`src/pkg/lco_pkg.sv`:
```
// shared constants of the light curtain output and latch control
// assumes a single 125 MHz core clock and a byte-addressed register port
package lco_pkg;
  localparam int unsigned CLK_PERIOD_NS = 8;
  localparam int unsigned CLK_MHZ = 125;
  // least open time of a valid manual reset, in microseconds
  localparam int unsigned RST_OPEN_US = 250000;
  localparam int unsigned RST_OPEN_CYC = RST_OPEN_US * CLK_MHZ;
  // half period of the indicator flash, in microseconds
  localparam int unsigned FLASH_HALF_US = 250000;
  localparam int unsigned FLASH_CYC = FLASH_HALF_US * CLK_MHZ;
  // longest output turn-off time, in nanoseconds
  localparam int unsigned RESP_TIME_NS = 4000;

  localparam int ADDR_W = 4;
  localparam logic [3:0] ADDR_CTRL = 4'h0;
  localparam logic [3:0] ADDR_STATE = 4'h4;
  localparam logic [3:0] ADDR_INT_STS = 4'h8;
  localparam logic [3:0] ADDR_INT_MASK = 4'hc;

  localparam int CTRL_LATCH_BIT = 0;
  localparam logic CTRL_LATCH_RST = 1'b0;
  localparam int STATE_ON_BIT = 3;
  localparam int STATE_CLEAR_BIT = 4;

  localparam int NUM_EVT = 4;
  localparam int EVT_BLOCK = 0;
  localparam int EVT_LOCK = 1;
  localparam int EVT_RESET = 2;
  localparam int EVT_RSTFLT = 3;
  localparam logic [3:0] INT_MASK_RST = 4'h0;

  typedef enum logic [2:0] {
    ST_INIT = 3'b000,
    ST_RUN = 3'b001,
    ST_BLOCKED = 3'b011,
    ST_WAIT = 3'b010,
    ST_LOCKOUT = 3'b110,
    ST_RSTFLT = 3'b100
  } lco_state_t;
endpackage : lco_pkg

```
`src/lco_ctrl.sv`:
```
// receiver output control: safety outputs, trip/latch, lockout, indicators
// assumes beam, fault, switch and power inputs synchronous to core_clk
//
// What this block does
// RQ1 - blocked beam turns outputs off promptly
// RQ2 - trip mode: outputs return when all clear
// RQ3 - trip mode: no manual reset after block
// RQ4 - latch mode: clear after block waits, aligns flash
// RQ5 - latch mode: on only after valid reset, clear
// RQ6 - critical fault forces lockout, outputs off
// RQ7 - valid reset: open a quarter second, close
// RQ8 - lockout flashes the red indicator
// RQ9 - blocked: red steady, green off, aligns per beam
// RQ10 - clear and on: green and aligns on
// RQ11 - latched and clear: red on, aligns flash
// RQ12 - latch power-up waits for manual reset; latch_q resets to trip, so ST_INIT after sys_rst goes to ST_BLOCKED
// RQ13 - supply loss drops outputs at once
// RQ14 - where a manual reset is demanded
// RQ15 - reset open at power-up: reset input fault
// RQ16 - response time is a build parameter
//
// Added by the designer: the placing of the registers and the address-and-strobe port.
`timescale 1ns/1ns
module lco_ctrl
  import lco_pkg::*;
#(
  parameter int unsigned RST_OPEN_CYCLES = RST_OPEN_CYC,
  parameter int unsigned FLASH_CYCLES = FLASH_CYC,
  parameter int unsigned RESP_NS = RESP_TIME_NS
) (
  input wire logic core_clk,
  input wire logic sys_rst,
  input wire logic beam_top_clear,
  input wire logic beam_bottom_clear,
  input wire logic fault_detect,
  input wire logic reset_switch_closed,
  input wire logic power_good,
  input wire logic [ADDR_W-1:0] reg_addr,
  input wire logic [31:0] reg_wdata,
  input wire logic reg_wr,
  input wire logic reg_rd,
  output logic [31:0] reg_rdata,
  output logic [1:0] safety_switching_outputs,
  output logic led_red_blocked,
  output logic led_green_clear,
  output logic led_align_top,
  output logic led_align_bottom,
  output logic scan_enable,
  output logic irq
);
  localparam int CNT_W = $clog2(RST_OPEN_CYCLES + 1);
  localparam int FL_W = $clog2(FLASH_CYCLES + 1);
  localparam int RESP_CYCLES = RESP_NS / CLK_PERIOD_NS;

  // turn-off takes one cycle, so any response of one cycle or more serves
  if (RESP_CYCLES < 1) begin : g_chk_resp
    $error("response time shorter than one clock"); // RQ16
  end
  if (RST_OPEN_CYCLES < 1 || FLASH_CYCLES < 1) begin : g_chk_cnt
    $error("reset and flash counts must be at least one");
  end

  lco_state_t st_q, st_d;
  logic latch_q;
  logic [NUM_EVT-1:0] int_sts_q, int_mask_q, evt;
  logic [CNT_W-1:0] open_cnt_q;
  logic [FL_W-1:0] flash_cnt_q;
  logic flash_q;
  logic safe_q;
  logic all_clear, open_done, rst_ok;

  assign all_clear = beam_top_clear & beam_bottom_clear;

  ////////////////////////////////////////////////////////////////////////
  // manual reset qualifier
  assign open_done = (open_cnt_q == CNT_W'(RST_OPEN_CYCLES));
  assign rst_ok = reset_switch_closed & open_done; // RQ7

  // a block during the open phase restarts the count, so the beams
  // must stay clear for the whole reset sequence
  always_ff @(posedge core_clk or posedge sys_rst) begin
    if (sys_rst) begin
      open_cnt_q <= '0;
    end else if (reset_switch_closed || !all_clear) begin // RQ5
      open_cnt_q <= '0;
    end else if (!open_done) begin // RQ7
      open_cnt_q <= open_cnt_q + CNT_W'(1);
    end
  end

  ////////////////////////////////////////////////////////////////////////
  // flash divider
  always_ff @(posedge core_clk or posedge sys_rst) begin
    if (sys_rst) begin
      flash_cnt_q <= '0;
      flash_q <= 1'b0;
    end else if (flash_cnt_q == FL_W'(FLASH_CYCLES - 1)) begin
      flash_cnt_q <= '0;
      flash_q <= ~flash_q;
    end else begin
      flash_cnt_q <= flash_cnt_q + FL_W'(1);
    end
  end

  ////////////////////////////////////////////////////////////////////////
  // operating state
  always_comb begin
    st_d = st_q;
    unique case (st_q)
      ST_INIT: begin
        // switch level is sampled in the first cycle after release
        if (!reset_switch_closed) begin
          st_d = ST_RSTFLT; // RQ15
        end else if (fault_detect) begin
          st_d = ST_LOCKOUT; // RQ6
        end else if (latch_q) begin
          st_d = ST_WAIT; // RQ12 RQ14
        end else begin
          st_d = ST_BLOCKED;
        end
      end
      ST_RUN: begin
        if (fault_detect) begin
          st_d = ST_LOCKOUT; // RQ6
        end else if (!all_clear) begin
          st_d = ST_BLOCKED; // RQ1
        end
      end
      ST_BLOCKED: begin
        if (fault_detect) begin
          st_d = ST_LOCKOUT; // RQ6
        end else if (all_clear) begin
          st_d = latch_q ? ST_WAIT : ST_RUN; // RQ2 RQ3 RQ4
        end
      end
      ST_WAIT: begin
        if (fault_detect) begin
          st_d = ST_LOCKOUT; // RQ6
        end else if (all_clear && (rst_ok || !latch_q)) begin
          st_d = ST_RUN; // RQ5 RQ14
        end
      end
      ST_LOCKOUT: begin
        if (rst_ok) begin
          st_d = ST_INIT; // RQ14
        end
      end
      // leaves only through sys_rst; a drop of power_good does not leave it
      ST_RSTFLT: st_d = ST_RSTFLT; // RQ15
      default: st_d = ST_LOCKOUT;
    endcase
  end

  always_ff @(posedge core_clk or posedge sys_rst) begin
    if (sys_rst) begin
      st_q <= ST_INIT;
    end else begin
      st_q <= st_d;
    end
  end

  ////////////////////////////////////////////////////////////////////////
  // safety outputs
  always_ff @(posedge core_clk or posedge sys_rst) begin
    if (sys_rst) begin
      safe_q <= 1'b0;
    end else begin
      safe_q <= (st_d == ST_RUN); // RQ1 RQ6
    end
  end

  // supply loss gates the outputs without waiting for a clock edge
  assign safety_switching_outputs = {2{safe_q & power_good}}; // RQ13

  always_ff @(posedge core_clk or posedge sys_rst) begin
    if (sys_rst) begin
      scan_enable <= 1'b0;
    end else begin
      scan_enable <= (st_d != ST_LOCKOUT) && (st_d != ST_RSTFLT); // RQ6
    end
  end

  ////////////////////////////////////////////////////////////////////////
  // indicators
  always_ff @(posedge core_clk or posedge sys_rst) begin
    if (sys_rst) begin
      led_red_blocked <= 1'b0;
      led_green_clear <= 1'b0;
      led_align_top <= 1'b0;
      led_align_bottom <= 1'b0;
    end else begin
      led_red_blocked <= 1'b0;
      led_green_clear <= 1'b0;
      led_align_top <= 1'b0;
      led_align_bottom <= 1'b0;
      unique case (st_q)
        ST_RUN: begin
          led_green_clear <= 1'b1; // RQ10
          led_align_top <= 1'b1;
          led_align_bottom <= 1'b1;
        end
        ST_BLOCKED: begin
          led_red_blocked <= 1'b1; // RQ9
          led_align_top <= beam_top_clear;
          led_align_bottom <= beam_bottom_clear;
        end
        ST_WAIT: begin
          led_red_blocked <= 1'b1; // RQ11
          led_align_top <= all_clear ? flash_q : beam_top_clear; // RQ4
          led_align_bottom <= all_clear ? flash_q : beam_bottom_clear;
        end
        ST_LOCKOUT: led_red_blocked <= flash_q; // RQ8
        ST_RSTFLT: begin
          led_red_blocked <= 1'b1; // RQ15
          led_green_clear <= 1'b1;
        end
        default: led_red_blocked <= 1'b0;
      endcase
    end
  end

  ////////////////////////////////////////////////////////////////////////
  // events and interrupt
  assign evt[EVT_BLOCK] = (st_q == ST_RUN) && (st_d == ST_BLOCKED);
  assign evt[EVT_LOCK] = (st_q != ST_LOCKOUT) && (st_d == ST_LOCKOUT);
  assign evt[EVT_RESET] = rst_ok && (st_d != st_q);
  assign evt[EVT_RSTFLT] = (st_q != ST_RSTFLT) && (st_d == ST_RSTFLT);

  // a new event wins over a write-one-to-clear in the same cycle
  for (genvar i = 0; i < NUM_EVT; i++) begin : g_sts
    always_ff @(posedge core_clk or posedge sys_rst) begin
      if (sys_rst) begin
        int_sts_q[i] <= 1'b0;
      end else if (evt[i]) begin
        int_sts_q[i] <= 1'b1;
      end else if (reg_wr && reg_addr == ADDR_INT_STS && reg_wdata[i]) begin
        int_sts_q[i] <= 1'b0;
      end
    end
  end

  assign irq = |(int_sts_q & int_mask_q);

  ////////////////////////////////////////////////////////////////////////
  // register port
  always_ff @(posedge core_clk or posedge sys_rst) begin
    if (sys_rst) begin
      latch_q <= CTRL_LATCH_RST;
      int_mask_q <= INT_MASK_RST;
    end else if (reg_wr) begin
      if (reg_addr == ADDR_CTRL) begin
        latch_q <= reg_wdata[CTRL_LATCH_BIT];
      end
      if (reg_addr == ADDR_INT_MASK) begin
        int_mask_q <= reg_wdata[NUM_EVT-1:0];
      end
    end
  end

  always_ff @(posedge core_clk or posedge sys_rst) begin
    if (sys_rst) begin
      reg_rdata <= '0;
    end else begin
      reg_rdata <= '0;
      if (reg_rd) begin
        unique case (reg_addr)
          ADDR_CTRL: reg_rdata[CTRL_LATCH_BIT] <= latch_q;
          ADDR_STATE: begin
            reg_rdata[2:0] <= st_q;
            reg_rdata[STATE_ON_BIT] <= safe_q;
            reg_rdata[STATE_CLEAR_BIT] <= all_clear;
          end
          ADDR_INT_STS: reg_rdata[NUM_EVT-1:0] <= int_sts_q;
          ADDR_INT_MASK: reg_rdata[NUM_EVT-1:0] <= int_mask_q;
          default: reg_rdata <= '0;
        endcase
      end
    end
  end
endmodule : lco_ctrl

```
`config.mk`:
```
export PLATFORM = sky130hd
export DESIGN_NAME = lco_ctrl
export DESIGN_NICKNAME = d
export VERILOG_FILES = /design/src/pkg/lco_pkg.sv /design/src/lco_ctrl.sv
export SDC_FILE = /design/constraint.sdc
export NUM_CORES = 1
export LEC_CHECK = 0
export BUFFER_PORTS_ARGS = -buffer_cell sky130_fd_sc_hd__buf_2
export CAP_MARGIN = 20
export CORE_AREA = 2 2 105 76
export DETAILED_ROUTE_END_ITERATION = 16
export DIE_AREA = 0 0 107 78
export HOLD_SLACK_MARGIN = 0.06
export PLACE_DENSITY = 0.79
export SLEW_MARGIN = 20
export SYNTH_ARGS = -nofsm -noshare
export SYNTH_HDL_FRONTEND = slang
export SYNTH_SLANG_ARGS = --single-unit
```
`constraint.sdc`:
```
create_clock -name core_clk -period 3.6 [get_ports core_clk]
set_input_delay 0.72 -clock core_clk [delete_from_list [all_inputs] [get_ports core_clk]]
set_output_delay 0.72 -clock core_clk [all_outputs]
set_load 0.02 [all_outputs]
```
==> summary.txt <==
Run status
  • Outcome: finished clean

Layout
  • Number of nets in the layout: 485
  • Layout overhead on the synthesized area: 7.09%
  • Fraction of layout cells with a size suffix above 1: 0.143
  • Post-route insts no fill: 539
  • Final Core Density: 0.584
  • Antenna diode count: 0
  • Filler cells: 617

Global route
  • Met3 Usage GRT: 0.0613
  • Pin count of the biggest net entering global routing: 51
  • Top Usage Layer GRT: met1
  • First-pass GRT wire length: 12900 um
  • Vias in the first global route: 2703
  • Met1 layer usage reported by global route: 0.290
  • Number of antenna violations at the first check in global routing: 0
  • Total congestion overflow after global routing: 0
  • All-Layer GR Usage: 0.195
  • Global routing met2 resource utilization: 0.283

Detailed routing
  • Post-DR vias/cell: 5.43
  • Count of antenna-violating nets left after detailed routing: 0
  • Count of unresolved DRC violations after routing: 0
  • Pre-antenna DRT Iters: 7
  • Routed wire per std cell: 14.1 um
  • DRT Wirelength: 7610 um
  • Vias after detailed routing: 2926
  • Drt initial violations: 198

Synthesis
  • Syn avg cell area: 9.57 um^2
  • Seq/Total Area, Yosys: 0.468
  • Number of warning messages in the yosys log: 0
  • Number of instances in the synthesized netlist: 413
  • Cell variety after synth: 53
  • Number of synthesized register bits: 74
  • Share of async-settable or async-resettable flops after synthesis: 1.00
  • Number of synthesized flops with an enable pin: 0
  • Commonest register cell after synthesis: sky130_fd_sc_hd__dfrtp_1
  • Synthesized cell area: 0.00395 mm^2

STA
  • Post-route clock period utilization: 0.582
  • Max Slew Vio Count: 0
  • Final setup viols: 0
  • Min cycle time layout: 2.10 ns
  • Number of hold violations in the final report: 0
  • Worst Skew: 0.00719 ns
  • Max transition margin: 0.445
  • Slew at the pin with the worst max-slew slack: 0.831 ns
  • Achievable clock frequency: 0.477 GHz
  • Setup total negative slack: 0 ns
  • Setup repair after global routing missed its margin: no
  • Least setup slack across all paths after layout: 1.50 ns

CTS
  • Clock Root Buffer: sky130_fd_sc_hd__clkbuf_8
  • Hold-fix buffers, CTS: 0
  • Clock insertion delay at the later pin of the skew report: 0.34 ns
  • Number of buffers added for setup after CTS: 0
  • TritonCTS clock tree: yes
  • # clock sinks: 74
  • H-tree depth: 3
  • Number of buffers created by CTS: 9
  • Post-CTS sizing: 0
  • Clock slew at reported path FFs: 0.07 ns
  • Number of buffers between clock root and the deepest sink: 2

Die
  • Die outline height: 78 um
  • Placement Rows: 26
  • Number of top-level design ports: 85
  • Die Area: 0.00835 mm^2
  • Initial standard-cell utilization of the core: 0.545
  • Die outline width: 107 um
  • Floorplan core area: 0.00725 mm^2

Setup path
  • Crit start category: flip-flop
  • Worst-path maximum fanout: 17
  • Endpoint kind of the worst setup timing path: flip-flop
  • Required time of the critical path: 3.84 ns
  • Data arrival time of the critical path: 2.34 ns
  • Category of the critical setup timing path: flip-flop to flip-flop

Power and ir drop
  • Total power draw: 1.59 mW
  • Leakage component of the power: 1.91 nW
  • VDD IR-drop max: 0.000176 V
  • Power density of the placed cells: 375 mW/mm^2

Placed design
  • Cell total after placement: 524
  • DP Wirelength: 5460 um
  • Worst slack, placed: 1.44 ns
  • GPL Wtd Cong: 0.894
  • Number of buffers inserted by port buffering: 29

Min path
  • HP Class: flip-flop to flip-flop

Flow run
  • Number of max-cap violations: 0
[cell usage in the layout, fill, tap and decap left out, drive strengths merged, types with 4 or more instances in the layout]
cell | synthesis | layout
inv | 12 | 11
xnor2 | 25 | 25
a22oi | 5 | 5
and3 | 15 | 15
nand2 | 28 | 28
nor4 | 6 | 6
mux2 | 8 | 8
nand3 | 24 | 24
clkbuf | 12 | 12
nor2 | 53 | 53
dfrtp | 74 | 74
conb | 1 | 27
and4 | 5 | 5
clkinv | 0 | 4
o21ai | 10 | 10
nor3 | 14 | 14
a21oi | 12 | 12
nand4 | 15 | 15
buf | 33 | 32
xor2 | 20 | 20
[per-stage QoR]
| stage | hold slack, ns | instance area, um^2 |
|---|---|---|
| 2_1_floorplan | 0.447 | 4050 |
| 3_3_place_gp | 0.466 | 4060 |
| 3_5_place_dp | 0.472 | 4060 |
| 4_1_cts | 0.483 | 4230 |
| 5_1_grt | 0.507 | 4230 |
| 6_report | 0.478 | 4230 |
[cell families after synthesis]
family | Yosys count | synth area share
mux | 11 | 0.0335
fa+ha+maj | 3 | 0.00949
simple gates | 180 | 0.234
xor+xnor | 45 | 0.0997
compound gates | 42 | 0.0715
flops | 74 | 0.468
other cells | 1 | 0.000948
buf+inv | 57 | 0.0820
[registers in the layout, indices dropped and copies added (netlist names), 3 cells and up]
name         flops
st_q             3
reg_rdata        5
int_sts_q        4
open_cnt_q      25
flash_cnt_q     25
int_mask_q       4
[power by group]
part           internal (mW)  switching [mW]  total, mW
registers              0.851          0.0213      0.872
logic                 0.0481          0.0956      0.144
clock network          0.281           0.290      0.571
[cell usage after synthesis, types with 3 or more instances]
cell | instances | area, um^2
sky130_fd_sc_hd__clkbuf_1 | 12 | 45.0
sky130_fd_sc_hd__nand3_1 | 23 | 115
sky130_fd_sc_hd__nor4_1 | 5 | 31.3
sky130_fd_sc_hd__o21ai_0 | 7 | 35.0
sky130_fd_sc_hd__o21ai_1 | 3 | 15.0
sky130_fd_sc_hd__nor3_1 | 13 | 65.1
sky130_fd_sc_hd__nand2_1 | 28 | 105
sky130_fd_sc_hd__ha_1 | 3 | 37.5
sky130_fd_sc_hd__nor4b_1 | 3 | 26.3
sky130_fd_sc_hd__inv_1 | 11 | 41.3
sky130_fd_sc_hd__dfrtp_1 | 74 | 1850
sky130_fd_sc_hd__nand4_1 | 15 | 93.8
sky130_fd_sc_hd__xnor2_1 | 25 | 219
sky130_fd_sc_hd__buf_2 | 4 | 20.0
sky130_fd_sc_hd__a22oi_1 | 5 | 37.5
sky130_fd_sc_hd__and4_1 | 5 | 43.8
sky130_fd_sc_hd__buf_4 | 28 | 210
sky130_fd_sc_hd__a21oi_1 | 12 | 60.1
sky130_fd_sc_hd__nor2_1 | 53 | 199
sky130_fd_sc_hd__and2_1 | 3 | 18.8
sky130_fd_sc_hd__xor2_1 | 20 | 175
sky130_fd_sc_hd__and3_1 | 15 | 93.8
sky130_fd_sc_hd__mux2_2 | 7 | 78.8
[per-layer routing]
metal,vias up,part of all wire
li1,1417,-
met1,1427,0.49
met2,80,0.45
met3,2,0.055
met4,0,0.0024
met5,-,0
[layout make-up]
type	instances	area [um^2]	share of cell area
inverters	12	46.3	0.0109
clock inverters	3	15.0	0.00355
clock buffers	12	155	0.0366
multi-input cells	308	1880	0.443
well taps	98	123	0.0290
flip-flops and latches	74	1850	0.437
repair buffers	32	168	0.0396
[critical path, cell delays in order, from the launching register on]
cell and delay (ns):
sky130_fd_sc_hd__dfrtp_1 0.68, sky130_fd_sc_hd__mux2_1 0.38, sky130_fd_sc_hd__o31ai_2 0.26, sky130_fd_sc_hd__o21ai_1 0.10, sky130_fd_sc_hd__a221o_1 0.33, sky130_fd_sc_hd__a211oi_2 0.25
[path summary, 6_finish.rpt]
kind / from / end / slack [ns] / depth (start not counted)
max in group asynchronous: sys_rst / flash_cnt_q[22]$_DFF_PP0_ / 2.37 / 3
setup reg to reg: st_q[1]$_DFF_PP0_ / safe_q$_DFF_PP0_ / 1.50 / 5
min in group asynchronous: sys_rst / flash_cnt_q[0]$_DFF_PP0_ / 0.51 / 2
hold / removal: flash_cnt_q[0]$_DFF_PP0_ / flash_cnt_q[0]$_DFF_PP0_ / 0.48 / 1
hold reg to reg: flash_cnt_q[0]$_DFF_PP0_ / flash_cnt_q[0]$_DFF_PP0_ / 0.48 / 1
setup / recovery: st_q[1]$_DFF_PP0_ / safe_q$_DFF_PP0_ / 1.50 / 5
No activity file was read; power rests on OpenSTA's default activity.
